[src/inc/ivob_pkg.sv]
`default_nettype none
package ivob_pkg;
  localparam int          NUM_VEC   = 15;
  localparam int          IDX_W     = 4;
  localparam int          ADDR_W    = 12;
  localparam int          OFF_W     = 17;
  localparam int          OFF_LSB   = 1;
  localparam int          OFF_MSB   = 17;
  localparam logic [16:0] OFF_RST   = 17'h0_0000;
  localparam logic [14:0] FLAG_RST  = 15'h0000;
  localparam logic [14:0] CAN_BITS  = 15'h7C00;
  localparam logic [11:0] FLAG_BASE = 12'h700;
  localparam logic [11:0] ENA_BASE  = 12'h710;
  localparam logic [11:0] ALIAS_CLR = 12'h004;
  localparam logic [11:0] ALIAS_SET = 12'h008;
  localparam logic [11:0] ALIAS_INV = 12'h00C;
  localparam logic [1:0]  RESP_OKAY = 2'h0;
  localparam logic [1:0]  RESP_SLVE = 2'h2;
  localparam logic [31:0] DATA_ZERO = 32'h0000_0000;
  // Vectors 57..61 then 71..80
  localparam logic [11:0] VEC_ADDR [NUM_VEC] = '{
    12'h624, 12'h628, 12'h62C, 12'h630, 12'h634,
    12'h65C, 12'h660, 12'h664, 12'h668, 12'h66C,
    12'h670, 12'h674, 12'h678, 12'h67C, 12'h680};

  // Bit 4 is the hit, bits 3:0 the vector index
  function automatic logic [IDX_W:0] vec_lookup(input logic [ADDR_W-1:0] a);
    logic [IDX_W:0] r;
    r = '0;
    for (int i = 0; i < NUM_VEC; i++)
    begin
      if (a == VEC_ADDR[i])
      begin
        r = {1'b1, IDX_W'(i)};
      end
    end
    return r;
  endfunction

  function automatic logic [31:0] strb_mask(input logic [3:0] s);
    return {{8{s[3]}}, {8{s[2]}}, {8{s[1]}}, {8{s[0]}}};
  endfunction
endpackage
`default_nettype wire

[src/hdl/ivob_top.sv]
// Notes on behaviour
// Offset registers hold only bits 17:1; other bits ignore writes, read zero.
// Reset clears every offset register to zero.
// Flag and enable registers decode clear, set, invert aliases at +4, +8, +C.
// Offset registers have no aliases; only their own address changes them.
// A flag sets when its source is enabled and its event occurs.
// Flag setting ignores the interrupt enable, so software may poll.
// Flags stay set until software clears them; software must clear them.
// Without the CAN module its flag and enable bits are absent, read zero.
// Handler address is vector base plus the chosen vector's offset.
`timescale 1ns/1ns
`default_nettype none
module ivob_top
  import ivob_pkg::*;
#(
  parameter bit HAS_CAN = 1'b1
)(
  input  wire logic                          aclk,
  input  wire logic                          aresetn,
  input  wire logic [ivob_pkg::ADDR_W-1:0]   awaddr,
  input  wire logic                          awvalid,
  output var  logic                          awready,
  input  wire logic [31:0]                   wdata,
  input  wire logic [3:0]                    wstrb,
  input  wire logic                          wvalid,
  output var  logic                          wready,
  output var  logic [1:0]                    bresp,
  output var  logic                          bvalid,
  input  wire logic                          bready,
  input  wire logic [ivob_pkg::ADDR_W-1:0]   araddr,
  input  wire logic                          arvalid,
  output var  logic                          arready,
  output var  logic [31:0]                   rdata,
  output var  logic [1:0]                    rresp,
  output var  logic                          rvalid,
  input  wire logic                          rready,
  input  wire logic [ivob_pkg::NUM_VEC-1:0]  src_enable,
  input  wire logic [ivob_pkg::NUM_VEC-1:0]  src_event,
  input  wire logic                          take_valid,
  input  wire logic [ivob_pkg::IDX_W-1:0]    take_idx,
  input  wire logic [31:0]                   vec_base,
  output var  logic [31:0]                   handler_addr,
  output var  logic                          handler_valid,
  output var  logic                          irq
);
  import ivob_pkg::*;

  logic [NUM_VEC-1:0][OFF_W-1:0] off_q;
  logic [NUM_VEC-1:0]            flag_q;
  logic [NUM_VEC-1:0]            ena_q;
  logic [NUM_VEC-1:0]            impl;
  logic [NUM_VEC-1:0]            hw_set;
  logic [ADDR_W-1:0]             aw_addr_q;
  logic [31:0]                   w_data_q;
  logic [3:0]                    w_strb_q;
  logic                          aw_full_q;
  logic                          w_full_q;
  logic                          aw_full_d;
  logic                          w_full_d;
  logic                          bvalid_d;
  logic                          rvalid_d;
  logic                          awready_q;
  logic                          wready_q;
  logic                          bvalid_q;
  logic [1:0]                    bresp_q;
  logic                          arready_q;
  logic                          rvalid_q;
  logic [31:0]                   rdata_q;
  logic [1:0]                    rresp_q;
  logic                          rd_vec_q;
  logic                          wr_fire;
  logic                          rd_fire;
  logic [IDX_W:0]                wr_lk;
  logic [IDX_W:0]                rd_lk;
  logic [31:0]                   wbits;
  logic [31:0]                   wmask;
  logic [31:0]                   wmerge;
  logic                          wr_err;
  logic [NUM_VEC-1:0]            f_clr;
  logic [NUM_VEC-1:0]            f_set;
  logic [NUM_VEC-1:0]            f_inv;
  logic [NUM_VEC-1:0]            e_clr;
  logic [NUM_VEC-1:0]            e_set;
  logic [NUM_VEC-1:0]            e_inv;
  logic                          e_wr;
  logic [31:0]                   hdl_q;
  logic                          hvalid_q;
  logic                          irq_q;

  assign awready       = awready_q;
  assign wready        = wready_q;
  assign bvalid        = bvalid_q;
  assign bresp         = bresp_q;
  assign arready       = arready_q;
  assign rvalid        = rvalid_q;
  assign rdata         = rdata_q;
  assign rresp         = rresp_q;
  assign handler_addr  = hdl_q;
  assign handler_valid = hvalid_q;
  assign irq           = irq_q;

  assign impl    = HAS_CAN ? {NUM_VEC{1'b1}} : ~CAN_BITS;
  assign hw_set  = src_enable & src_event & impl;
  assign wr_fire = aw_full_q & w_full_q & ~bvalid_q;
  assign rd_fire = arvalid & arready_q;
  assign wr_lk   = vec_lookup(aw_addr_q);
  assign rd_lk   = vec_lookup(araddr);
  assign wbits   = w_data_q & strb_mask(w_strb_q);
  assign wmask   = strb_mask(w_strb_q);

  // Write and read channel sequencing
  always_comb
  begin
    aw_full_d = (aw_full_q | (awvalid & awready_q)) & ~wr_fire;
    w_full_d  = (w_full_q | (wvalid & wready_q)) & ~wr_fire;
    bvalid_d  = wr_fire | (bvalid_q & ~bready);
    rvalid_d  = rd_fire | (rvalid_q & ~rready);
  end

  always_ff @(posedge aclk)
  begin
    if (!aresetn)
    begin
      aw_full_q <= 1'b0;
      w_full_q  <= 1'b0;
      awready_q <= 1'b0;
      wready_q  <= 1'b0;
      bvalid_q  <= 1'b0;
      bresp_q   <= RESP_OKAY;
      aw_addr_q <= '0;
      w_data_q  <= DATA_ZERO;
      w_strb_q  <= '0;
    end
    else
    begin
      aw_full_q <= aw_full_d;
      w_full_q  <= w_full_d;
      awready_q <= ~aw_full_d & ~bvalid_d;
      wready_q  <= ~w_full_d & ~bvalid_d;
      bvalid_q  <= bvalid_d;
      if (awvalid && awready_q)
      begin
        aw_addr_q <= awaddr;
      end
      if (wvalid && wready_q)
      begin
        w_data_q <= wdata;
        w_strb_q <= wstrb;
      end
      if (wr_fire)
      begin
        bresp_q <= wr_err ? RESP_SLVE : RESP_OKAY;
      end
    end
  end

  // Write address decode
  always_comb
  begin
    f_clr  = '0;
    f_set  = '0;
    f_inv  = '0;
    e_clr  = '0;
    e_set  = '0;
    e_inv  = '0;
    e_wr   = 1'b0;
    wr_err = 1'b0;
    wmerge = (DATA_ZERO | (32'(off_q[wr_lk[IDX_W-1:0]]) << OFF_LSB));
    wmerge = (wmerge & ~strb_mask(w_strb_q)) | wbits;
    if (wr_lk[IDX_W])
    begin
      wr_err = 1'b0;
    end
    else if (aw_addr_q == FLAG_BASE)
    begin
      f_clr = wbits[NUM_VEC-1:0];
    end
    else if (aw_addr_q == (FLAG_BASE | ALIAS_CLR))
    begin
      f_clr = wbits[NUM_VEC-1:0];
    end
    else if (aw_addr_q == (FLAG_BASE | ALIAS_SET))
    begin
      f_set = wbits[NUM_VEC-1:0];
    end
    else if (aw_addr_q == (FLAG_BASE | ALIAS_INV))
    begin
      f_inv = wbits[NUM_VEC-1:0];
    end
    else if (aw_addr_q == ENA_BASE)
    begin
      e_wr = 1'b1;
    end
    else if (aw_addr_q == (ENA_BASE | ALIAS_CLR))
    begin
      e_clr = wbits[NUM_VEC-1:0];
    end
    else if (aw_addr_q == (ENA_BASE | ALIAS_SET))
    begin
      e_set = wbits[NUM_VEC-1:0];
    end
    else if (aw_addr_q == (ENA_BASE | ALIAS_INV))
    begin
      e_inv = wbits[NUM_VEC-1:0];
    end
    else
    begin
      wr_err = 1'b1;
    end
  end

  // Offset bank
  always_ff @(posedge aclk)
  begin
    if (!aresetn)
    begin
      for (int i = 0; i < NUM_VEC; i++)
      begin
        off_q[i] <= OFF_RST;
      end
    end
    else if (wr_fire && wr_lk[IDX_W])
    begin
      off_q[wr_lk[IDX_W-1:0]] <= wmerge[OFF_MSB:OFF_LSB];
    end
  end

  // Flags: a hardware event beats a software clear
  always_ff @(posedge aclk)
  begin
    if (!aresetn)
    begin
      flag_q <= FLAG_RST;
    end
    else if (wr_fire)
    begin
      flag_q <= ((((flag_q & ~f_clr) | f_set) ^ f_inv) | hw_set) & impl;
    end
    else
    begin
      flag_q <= (flag_q | hw_set) & impl;
    end
  end

  // Interrupt enable
  always_ff @(posedge aclk)
  begin
    if (!aresetn)
    begin
      ena_q <= FLAG_RST;
    end
    else if (wr_fire && e_wr)
    begin
      ena_q <= ((ena_q & ~wmask[NUM_VEC-1:0]) | wbits[NUM_VEC-1:0]) & impl;
    end
    else if (wr_fire)
    begin
      ena_q <= (((ena_q & ~e_clr) | e_set) ^ e_inv) & impl;
    end
  end

  always_ff @(posedge aclk)
  begin
    if (!aresetn)
    begin
      irq_q <= 1'b0;
    end
    else
    begin
      irq_q <= |(flag_q & ena_q);
    end
  end

  // Read channel
  always_ff @(posedge aclk)
  begin
    if (!aresetn)
    begin
      arready_q <= 1'b0;
      rvalid_q  <= 1'b0;
      rdata_q   <= DATA_ZERO;
      rresp_q   <= RESP_OKAY;
      rd_vec_q  <= 1'b0;
    end
    else
    begin
      arready_q <= ~rvalid_d;
      rvalid_q  <= rvalid_d;
      if (rd_fire)
      begin
        rresp_q  <= RESP_OKAY;
        rd_vec_q <= rd_lk[IDX_W];
        if (rd_lk[IDX_W])
        begin
          rdata_q <= DATA_ZERO | (32'(off_q[rd_lk[IDX_W-1:0]]) << OFF_LSB);
        end
        else if (araddr == FLAG_BASE)
        begin
          rdata_q <= DATA_ZERO | 32'(flag_q);
        end
        else if (araddr == ENA_BASE)
        begin
          rdata_q <= DATA_ZERO | 32'(ena_q);
        end
        else
        begin
          rdata_q <= DATA_ZERO;
          rresp_q <= RESP_SLVE;
        end
      end
    end
  end

  // Handler address on vector take
  always_ff @(posedge aclk)
  begin
    if (!aresetn)
    begin
      hdl_q    <= DATA_ZERO;
      hvalid_q <= 1'b0;
    end
    else
    begin
      hvalid_q <= take_valid;
      if (take_valid)
      begin
        hdl_q <= vec_base + (32'(off_q[take_idx]) << OFF_LSB);
      end
    end
  end
endmodule
`default_nettype wire

[config.mk]
export PLATFORM = sky130hd
export DESIGN_NAME = ivob_top
export DESIGN_NICKNAME = d
export VERILOG_FILES = /design/src/inc/ivob_pkg.sv /design/src/hdl/ivob_top.sv
export SDC_FILE = /design/constraint.sdc
export NUM_CORES = 1
export LEC_CHECK = 0
export ABC_CLOCK_PERIOD_IN_PS = 10500
export BUFFER_PORTS_ARGS = -buffer_cell sky130_fd_sc_hd__buf_2
export CAP_MARGIN = 40
export CORE_UTILIZATION = 28
export CTS_BUF_LIST = sky130_fd_sc_hd__clkbuf_8
export CTS_CLUSTER_DIAMETER = 50
export DETAILED_ROUTE_END_ITERATION = 7
export SLEW_MARGIN = 10
export SYNTH_ARGS = -nofsm -noshare
export SYNTH_HDL_FRONTEND = slang
export SYNTH_SLANG_ARGS = --single-unit
[constraint.sdc]
create_clock -name aclk -period 10.5 [get_ports aclk]
set_input_delay 2.1 -clock aclk [delete_from_list [all_inputs] [get_ports aclk]]
set_output_delay 2.1 -clock aclk [all_outputs]
set_load 0.05 [all_outputs]
# After elaboration in Yosys (flattened, before gate mapping)
# Cells that the tools add are included.
totals:
  input_bits: 134
  reg_bits: 395
  output_inout_bits: 75
classes:
  n_lt_le_gt_ge: 4
  n_eq_ne: 40
  reduce_logical: 7
  add_sub_neg: 1
  n_bitwise: 42
  mux: 100
ops:
  columns: ["cell", "count"]
  rows:
  - ["15-bit 2-to-1 mux", 41]
  - ["12-bit by 11-bit == test with 1-bit output, second input constant", 40]
  - ["255-bit bitwise mux", 1]
  - ["17-bit binary-select mux with 4-bit select", 3]
  - ["5-bit 2-to-1 mux", 30]
  - ["15-bit AND", 5]
  - ["15-bit OR", 5]
  - ["17-bit demux with 4-bit select", 1]
  - ["17-bit 2-to-1 mux", 4]
  - ["15-bit inverter", 3]
  - ["18-bit AND", 2]
  - ["32-bit by 18-bit adder with 32-bit output", 1]
  - ["15-bit XOR", 2]
  - ["18-bit 2-to-1 mux", 1]
  - ["18-bit inverter", 1]
  - ["18-bit OR", 1]
  - ["4-bit by 5-bit less-than comparator with 1-bit output, second input constant", 3]
  - ["1-bit 2-to-1 mux", 15]
  - ["15-bit OR reduction", 1]
  - ["1-bit AND", 11]
  - ["2-bit 2-to-1 mux", 4]
  - ["1-bit inverter", 8]
  - ["1-bit logical AND", 5]
  - ["4-bit by 1-bit >= comparator with 1-bit output, second input constant", 1]
  - ["2 further kinds", 5]

# Depth between registers and ports, before layout
# Gate-level depths: netlist of the first run.
depth:
  ltp_word: 23
  depth_mapped: 17

# Worst setup path after synthesis of the first run
# OpenSTA, ideal clock, no wires.
synth_path:
  path_type: "input -> register"
  startpoint: "input port take_idx[0] in the netlist's numbering"
  endpoint: "register hdl_q[31], in the netlist handler_addr[31]"
  setup_ps: 86
  required_time_ps: 10414
  stages: 15
  path_slack_ps: 3588
  arrival_ps: 6826
  path_cell_list: "clkbuf_1 > buf_1 > buf_1 > mux4_2 > mux4_2 > ha_1 > clkbuf_1 > nand4_1 > a211o_1 > a31oi_1 > o211ai_1 > o2111a_1 > or4b_2 > xor2_1 > a211oi_1"
synth_between:
  elab_chain_cells: 3
synth_lines:
  columns: ["element", "line_no", "source"]
  rows:
  - ["from (decl)", "ivob_top.sv:40", "input wire logic [ivob_pkg::IDX_W-1:0] take_idx,"]
  - ["17-bit binary-select mux with 4-bit select", "ivob_top.sv:327", "hdl_q <= vec_base + (32'(off_q[take_idx]) << OFF_LSB);"]
  - ["17-bit 2-to-1 mux (not written as such)", "ivob_top.sv:327", null]
  - ["32-bit by 18-bit adder with 32-bit output", "ivob_top.sv:327", null]
  - ["to (signal assigned)", "ivob_top.sv:327", null]
  - ["to (decl)", "ivob_top.sv:86", "logic [31:0] hdl_q;"]
# Every way passes these cells. The select of a mux whose other input is x is not followed.
# A chain may end at the register's enable or synchronous reset.

# Worst setup path after layout of the first run
# Ends and elaborated chain as after synthesis.

==> results of run 1 <==
registers in the layout (all words and copies together) (netlist names), 3 cells and up, named ones only:
register and flops:
flag_q 15, w_data_q 18, w_strb_q 3, aw_addr_q 12, off_q 255, handler_addr 32, rdata 18
final cells by class:
class                      count  area [µm²]  area share [%]
antenna                        3        7.51          0.0296
tap                         1040        1300            5.14
multi-input combinational   1929       13200            52.0
inverter                      35         131           0.519
timing repair buffer         257        1630            6.45
clock buffer                  93        1280            5.05
sequential                   379        7590            29.9
clock inverter                27         219           0.864
worst paths after layout:
kind	endpoint	slack, ns
setup / recovery	handler_addr[31]	3.79
hold / removal	wready	0.45
setup reg to reg	off_q[140]	5.98
hold reg to reg	wready	0.45
routing by layer:
metal / wire length [µm] / track usage [%]
met4: 6270 / 14.6
met1: 33600 / 26.7
met3: 9870 / 5.29
met5: 0 / 0
met2: 39100 / 34.0
cells in the final DEF, fill, tap and decap left out, drive strengths merged, types with 25 or more instances in the layout:
master	Yosys	layout
a21oi	174	174
a221oi	25	25
a22oi	31	31
a31oi	26	26
buf	72	257
clkbuf	188	93
dfxtp	379	379
inv	33	50
mux2i	120	120
mux4	92	92
nand2	268	268
nand3	301	301
nor2	109	109
nor3	32	32
o211ai	28	28
o21ai	345	345
o221ai	26	26
cells by family after synthesis:
group | share of synthesized area (%)
buffers and inverters | 5.78
adders and majority gates | 1.06
other | 0.0171
AOI/OAI and AO/OA | 23.1
muxes | 16.1
xor gates and xnor gates | 1.12
and+or+nand+nor | 18.2
DFF | 34.7
per-stage QoR:
step,util (%),instances
CTS,32.7,3759
floorplan,-,2603
global placement,30.4,3616
detailed placement,30.8,3639
finish,32.7,3763
global route,32.7,3762
power groups by stage:
stage / clock, mW / sequential [mW] / combinational, mW
5_1_grt: 1.62 / 1.49 / 0.327
4_1_cts: 1.55 / 1.49 / 0.304
6_report: 1.54 / 1.49 / 0.308
3_3_place_gp: 0 / 1.52 / 0.298
2_1_floorplan: 0 / 1.55 / 0.170
3_5_place_dp: 0 / 1.52 / 0.303
==> PnR_summary.wiki, run 1 <==
{| class="wikitable"
! Metric !! Value
|-
| Worst hold stages || 1
|-
| Detailed Route WL || 88.9 mm
|-
| Reported leakage power || 9.15 nW
|-
| Initial antenna violation count || 3
|-
| DR WL/cell || 23.6 µm
|-
| Total grt overflow || 0
|-
| Length of the first detailed-routing pass in iterations || 8
|-
| Top cells by count, synth || dfxtp_1 (379), o21ai_0 (302), nand3_1 (301), nand2_1 (266), clkbuf_1 (183)
|-
| Beginning of the worst register-to-register path || aw_addr_q[4]
|-
| Core Box Area || 77500 µm²
|-
| Worst Setup End Kind || register
|-
| Yosys warnings || 0
|-
| Fillers || 8140
|-
| Die area || 79300 µm²
|-
| Post-CTS Resized || 0
|-
| Signal arrival time at the worst endpoint || 7.28 ns
|-
| DP Wirelength || 58.3 mm
|-
| Power density normalized to cell area || 132 nW/µm²
|-
| Final Hold Vio Count || 0
|-
| Total power after layout || 3.34 mW
|-
| Largest delay contributor family on the critical path || compound AO/OA/AOI/OAI gates
|-
| First DRT Iteration DRCs || 2676
|-
| Critical path required time || 11.07 ns
|-
| Die Height || 282 µm
|-
| Post-synthesis area per instance || 8.46 µm²
|-
| Synth cell types || 97
|-
| Via density || 5.83
|-
| Cell type with the highest aggregate area in the netlist || dfxtp_1
|-
| Io pins || 209
|-
| Hold_buf cts || 0
|-
| Fraction of power consumed by combinational cells || 9.2%
|-
| Max clock buf depth || 3
|-
| Final worst-path cycle share || 63.9%
|-
| Class of the worst hold path || reg2reg
|-
| Post-placement worst setup slack || 3.14 ns
|-
| H-tree Lvls || 3
|-
| Effective utilization at floorplan || 28.3%
|-
| RePlAce Congestion || 0.935
|-
| # DRC || 6
|-
| Critical Path Source || take_idx[0]
|-
| Sequential element share of the synthesized area || 34.7%
|-
| Post-DP Area || 23800 µm²
|-
| Switching part of the total || 27.1%
|-
| Result of the run || finished, violations left
|-
| Critical-path top delay cell || or4b_2
|-
| Width of the die || 282 µm
|-
| Clock buffer count from CTS || 67
|-
| Peak supply drop || 0.0730 mV
|-
| Final number of setup-violating endpoints || 0
|-
| Worst min-delay path startpoint || w_full_q
|-
| Detail Route Antenna Nets || 0
|-
| Internal power contribution || 2.44 mW
|-
| Cell depth of the worst setup path || 13
|-
| Mapped Cells || 2588
|-
| Cell chain of the critical path || buf_4, buf_4, mux4_2, mux4_2, ha_1, nor2b_1, o31ai_1, a31oi_1, o211ai_1, o2111a_1, or4b_2, xor2_1, a211oi_1
|-
| Fmax || 149 MHz
|-
| Count of cells along the worst register-to-register path || 10
|-
| Clock power frac || 46.2%
|-
| Total net switching power || 0.907 mW
|-
| Growth of design area from synthesis to finish || 15.7%
|-
| Final slew viol count || 0
|-
| Final clock skew || 0.0302 ns
|-
| Nature of the critical path startpoint || input pin
|-
| Cell Area, Synth || 21900 µm²
|-
| Largest net degree at the start of global routing || 114
|-
| Detailed-route via count || 21900
|-
| # Max-Cap Violations || 0
|-
| Overall track demand over capacity in global routing || 21.8%
|-
| Part of the power in registers || 44.6%
|-
| Most frequent cell after synthesis || dfxtp_1
|-
| Clock-pin slew on the worst setup and hold paths || 0.06 ns
|-
| Post-layout instance area || 25300 µm²
|-
| Layout cells sized above 1 || 19.7%
|-
| Count of state elements after synthesis || 379
|-
| Number of placement rows || 102
|-
| RSZ-0062 raised after global routing || no
|-
| Biggest area contributors in the synthesized netlist || dfxtp_1 (35%), mux4_2 (9.5%), o21ai_0 (6.9%)
|-
| I/O Buffers || 177
|-
| Wire length of the first global-routing pass || 130 mm
|-
| Largest stage delay on the critical path || 0.69 ns
|-
| Number of synthesized flops with an enable pin || 0
|-
| Post-route setup TNS || 0 ns
|-
| Min Clock Period, post-route || 6.71 ns
|-
| Biggest fanout along the worst timing path || 36
|-
| Max-slew headroom || 34.0%
|-
| Clock sink count || 379
|-
| Final net count || 2821
|-
| CP Buf/Inv Count || 2
|-
| Fraction of post-synthesis cell area in the top cell type by area || 34.7%
|-
| Crit path setup slack, layout || 3.79 ns
|-
| Clock root buffer || clkbuf_8
|-
| Worst skew pair latency || 0.67 ns
|-
| Leading register cell type out of synthesis || dfxtp_1
|-
| Category of the critical setup timing path || in2reg
|-
| Slew of the pin with the lowest slew margin || 0.980 ns
|-
| Async set or reset register ratio after synthesis || 0%
|-
| Worst hold slack || 0.448 ns
|-
| Clock tree from TritonCTS || yes
|-
| Via count of the first global-routing pass || 19900
|-
| Total setup buffers inserted after CTS || 0
|-
| Failing checks || DRC
|}
(Power assumes the default switching activity.)
==> run 2, diff against run 1 <==
--- a/config.mk
+++ b/config.mk
@@ -5,7 +5,8 @@
 export SDC_FILE = /design/constraint.sdc
 export NUM_CORES = 1
 export LEC_CHECK = 0
-export ABC_CLOCK_PERIOD_IN_PS = 10500
+export ABC_AREA = 1
+export ABC_CLOCK_PERIOD_IN_PS = 6100
 export BUFFER_PORTS_ARGS = -buffer_cell sky130_fd_sc_hd__buf_2
 export CAP_MARGIN = 40
 export CORE_UTILIZATION = 28
==> constraint.sdc (replaced) <==
create_clock -name aclk -period 6.1 [get_ports aclk]
set_input_delay 1.22 -clock aclk [delete_from_list [all_inputs] [get_ports aclk]]
set_output_delay 1.22 -clock aclk [all_outputs]
set_load 0.05 [all_outputs]
==> PnR_summary.wiki, run 2 <==
{| class="wikitable"
! Metric !! Value
|-
| Total setup buffers inserted after CTS || 0 (unchanged)
|-
| Detailed Route WL || 119 mm (+34%)
|-
| RSZ-0062 raised after global routing || no
|-
| Final clock skew || 0.0477 ns (+0.0176 ns)
|-
| # DRC || 3 (-3)
|-
| Largest net degree at the start of global routing || 136 (+19%)
|-
| H-tree Lvls || 3 (unchanged)
|-
| Worst skew pair latency || 0.70 ns (+0.03 ns)
|-
| Leading register cell type out of synthesis || dfxtp_1
|-
| Cell Area, Synth || 26800 µm² (+23%)
|-
| Worst Setup End Kind || register
|-
| Effective utilization at floorplan || 28.2% (about the same)
|-
| Yosys warnings || 0 (unchanged)
|-
| Fraction of power consumed by combinational cells || 11.7% (+2.5 points)
|-
| Largest delay contributor family on the critical path || compound AO/OA/AOI/OAI gates
|-
| Most used cell, CP || a21oi_1
|-
| Max-slew headroom || 38.6% (+4.6 points)
|-
| Die Height || 312 µm (+11%)
|-
| Fmax || 201 MHz
|-
| Clock sink count || 379 (unchanged)
|-
| Final Hold Vio Count || 0 (unchanged)
|-
| Final worst-path cycle share || 81.4%
|-
| Sequential element share of the synthesized area || 28.3% (-6.4 points)
|-
| Mapped Cells || 4614 (+78%)
|-
| Reported leakage power || 14.3 nW (+56%)
|-
| Result of the run || finished, violations left
|-
| RePlAce Congestion || 0.958 (+2.4%)
|-
| Die area || 97100 µm² (+22%)
|-
| Slew of the pin with the lowest slew margin || 0.921 ns (-0.0590 ns)
|-
| Cell chain of the critical path || buf_2, buf_4, buf_4, a21oi_1, o21ai_0, nand3_1, nand3_1, nand2_1, ha_1, a21o_1, a21oi_1, o21ai_0, a21oi_1, o21ai_0, a21oi_1, nor2_1, a21oi_1, o21ai_0, nand2_1, inv_1
|-
| Hold_buf cts || 0 (unchanged)
|-
| Max clock buf depth || 3 (unchanged)
|-
| Total net switching power || 1.87 mW (+110%)
|-
| Core Box Area || 95000 µm² (+23%)
|-
| Final net count || 4803 (+70%)
|-
| Post-placement worst setup slack || 0.610 ns (-2.53 ns)
|-
| Via density || 5.32 (-8.7%)
|-
| DR WL/cell || 19.9 µm (-16%)
|-
| Number of synthesized flops with an enable pin || 0 (unchanged)
|-
| Signal arrival time at the worst endpoint || 5.57 ns (-1.71 ns)
|-
| Clock-pin slew on the worst setup and hold paths || 0.06 ns (about the same)
|-
| Category of the critical setup timing path || in2reg
|-
| Critical path required time || 6.70 ns (-4.37 ns)
|-
| Fillers || 10500 (+29%)
|-
| Peak supply drop || 0.154 mV (+110%)
|-
| Biggest area contributors in the synthesized netlist || dfxtp_1 (28%), nand2_1 (17%), nand3_1 (9.7%)
|-
| # Max-Cap Violations || 0 (unchanged)
|-
| Final number of setup-violating endpoints || 0 (unchanged)
|-
| Part of the power in registers || 40.6% (-4.0 points)
|-
| Synth cell types || 52 (-46%)
|-
| Class of the worst hold path || reg2reg
|-
| Total power after layout || 6.31 mW (+89%)
|-
| Post-DP Area || 29100 µm² (+22%)
|-
| Post-route setup TNS || 0 ns (unchanged)
|-
| Internal power contribution || 4.44 mW (+82%)
|-
| Biggest fanout along the worst timing path || 36 (unchanged)
|-
| Failing checks || DRC
|-
| Clock tree from TritonCTS || yes
|-
| Detail Route Antenna Nets || 0 (unchanged)
|-
| Beginning of the worst register-to-register path || aw_addr_q[10]
|-
| CP Buf/Inv Count || 4 (+2)
|-
| Clock power frac || 47.7% (+1.5 points)
|-
| Total grt overflow || 0 (unchanged)
|-
| Top cells by count, synth || nand2_1 (1206), inv_1 (563), nand3_1 (522), o21ai_0 (433), a21oi_1 (409)
|-
| Fraction of post-synthesis cell area in the top cell type by area || 28.3% (-6.4 points)
|-
| Final slew viol count || 0 (unchanged)
|-
| Clock root buffer || clkbuf_8
|-
| Crit path setup slack, layout || 1.13 ns (-2.66 ns)
|-
| Width of the die || 312 µm (+11%)
|-
| Growth of design area from synthesis to finish || 15.1%
|-
| Nature of the critical path startpoint || input pin
|-
| Number of placement rows || 113 (+11%)
|-
| Switching part of the total || 29.7% (+2.5 points)
|-
| Layout cells sized above 1 || 10.6% (-9.1 points)
|-
| Overall track demand over capacity in global routing || 23.4% (+1.6 points)
|-
| Most frequent cell after synthesis || nand2_1
|-
| Post-synthesis area per instance || 5.82 µm² (-31%)
|-
| Post-layout instance area || 30900 µm² (+22%)
|-
| DP Wirelength || 76.1 mm (+31%)
|-
| Count of state elements after synthesis || 379 (unchanged)
|-
| Slack of the worst reg-to-reg path || 1.38 ns (-4.60 ns)
|-
| Worst setup path endpoint || handler_addr[23]
|-
| Commonest cells after routing, fill and taps aside || nand2_1 (1206), inv_1 (582), nand3_1 (520)
|-
| Post-CTS Resized || 0 (unchanged)
|-
| Via count of the first global-routing pass || 28600 (+44%)
|-
| Largest stage delay on the critical path || 0.61 ns (-0.08 ns)
|-
| Cell type with the highest aggregate area in the netlist || dfxtp_1
|-
| Async set or reset register ratio after synthesis || 0% (unchanged)
|-
| Initial antenna violation count || 9 (+6)
|-
| Length of the first detailed-routing pass in iterations || 8 (unchanged)
|-
| Wire length of the first global-routing pass || 176 mm (+36%)
|-
| Count of cells along the worst register-to-register path || 14 (+4)
|-
| First DRT Iteration DRCs || 3883 (+45%)
|-
| Max FFs per register || 255 (unchanged)
|-
| I/O Buffers || 177 (unchanged)
|-
| Power density normalized to cell area || 204 nW/µm² (+55%)
|-
| Critical Path Source || take_idx[1]
|-
| Detailed-route via count || 31800 (+45%)
|-
| Register with the most flip-flops || off_q
|-
| Cell depth of the worst setup path || 20 (+7)
|-
| Post-layout utilization of the core || 32.5% (-0.21 points)
|-
| Clock buffer count from CTS || 80 (+19%)
|-
| Io pins || 209 (unchanged)
|-
| Critical-path top delay cell || buf_4
|-
| Capture point of the worst reg-to-reg path || off_q[162]
|-
| Min Clock Period, post-route || 4.97 ns
|-
| Most common library cell in the layout ignoring fill and taps || nand2_1
|}
==> run 2: worst min path at each step <==
| stage | from | endpoint | slack, ns | depth (start not counted) |
|---|---|---|---|---|
| after floorplan | w_data_q[17] | w_data_q[17] | 0.43 | 2 |
| after global placement | aw_addr_q[11] | aw_addr_q[11] | 0.45 | 2 |
| after detailed placement | aw_addr_q[11] | aw_addr_q[11] | 0.45 | 2 |
| after CTS | aw_addr_q[11] | aw_addr_q[11] | 0.46 | 2 |
| after global routing | aw_addr_q[11] | aw_addr_q[11] | 0.47 | 2 |
| final | w_data_q[17] | w_data_q[17] | 0.45 | 2 |
==> run 2: power groups by stage <==
stage               registers [mW]  clock network [mW]  logic [mW]
detailed placement            2.61                   0       0.726
CTS                           2.56                3.05       0.729
global placement              2.61                   0       0.715
floorplan                     2.69                   0       0.411
global route                  2.56                3.16       0.802
finish                        2.56                3.01       0.741
==> run 2: through the flow <==
step                      cells  hold slack [ns]
after floorplan            4629            0.429
after global placement     5805            0.446
after detailed placement   5833            0.447
after CTS                  5976            0.456
after global routing       5979            0.471
final                      5979            0.454
==> run 2: cell type report <==
cell class	count	area, µm²	area share [%]
Clock inverter	42	349	1.13
Inverter	592	2230	7.23
Antenna cell	2	5.00	0.0162
Sequential cell	379	7590	24.6
Tap cell	1265	1580	5.13
Clock buffer	101	1390	4.50
Multi-Input combinational cell	3312	15600	50.5
Timing Repair Buffer	286	2140	6.92
==> run 2: layer usage <==
layer / wire (µm) / global-route usage (%) / vias up
met5: 63 / 0 / -
met4: 6570 / 13.0 / 10
met3: 15300 / 6.32 / 387
met2: 50100 / 34.9 / 1945
met1: 46700 / 30.5 / 14400
li1: - / - / 15000
==> run 2: cell families after synthesis <==
family                     Yosys count  share of synthesized area, %
xor gates and xnor gates            32                          1.04
buffers and inverters              938                          14.2
AOI/OAI and AO/OA                  940                          18.4
adders and majority gates           18                         0.867
DFF                                379                          28.3
other                                1                        0.0140
and+or+nand+nor                   2306                          37.2
==> run 2: tightest hold or removal path, delay by kind of cell, from the launching register on <==
| kind | cells | cell delay (ns) |
|---|---|---|
| buffers and inverters | 1 | 0.06 |
| AOI/OAI and AO/OA | 1 | 0.05 |
| DFF | 1 | 0.30 |
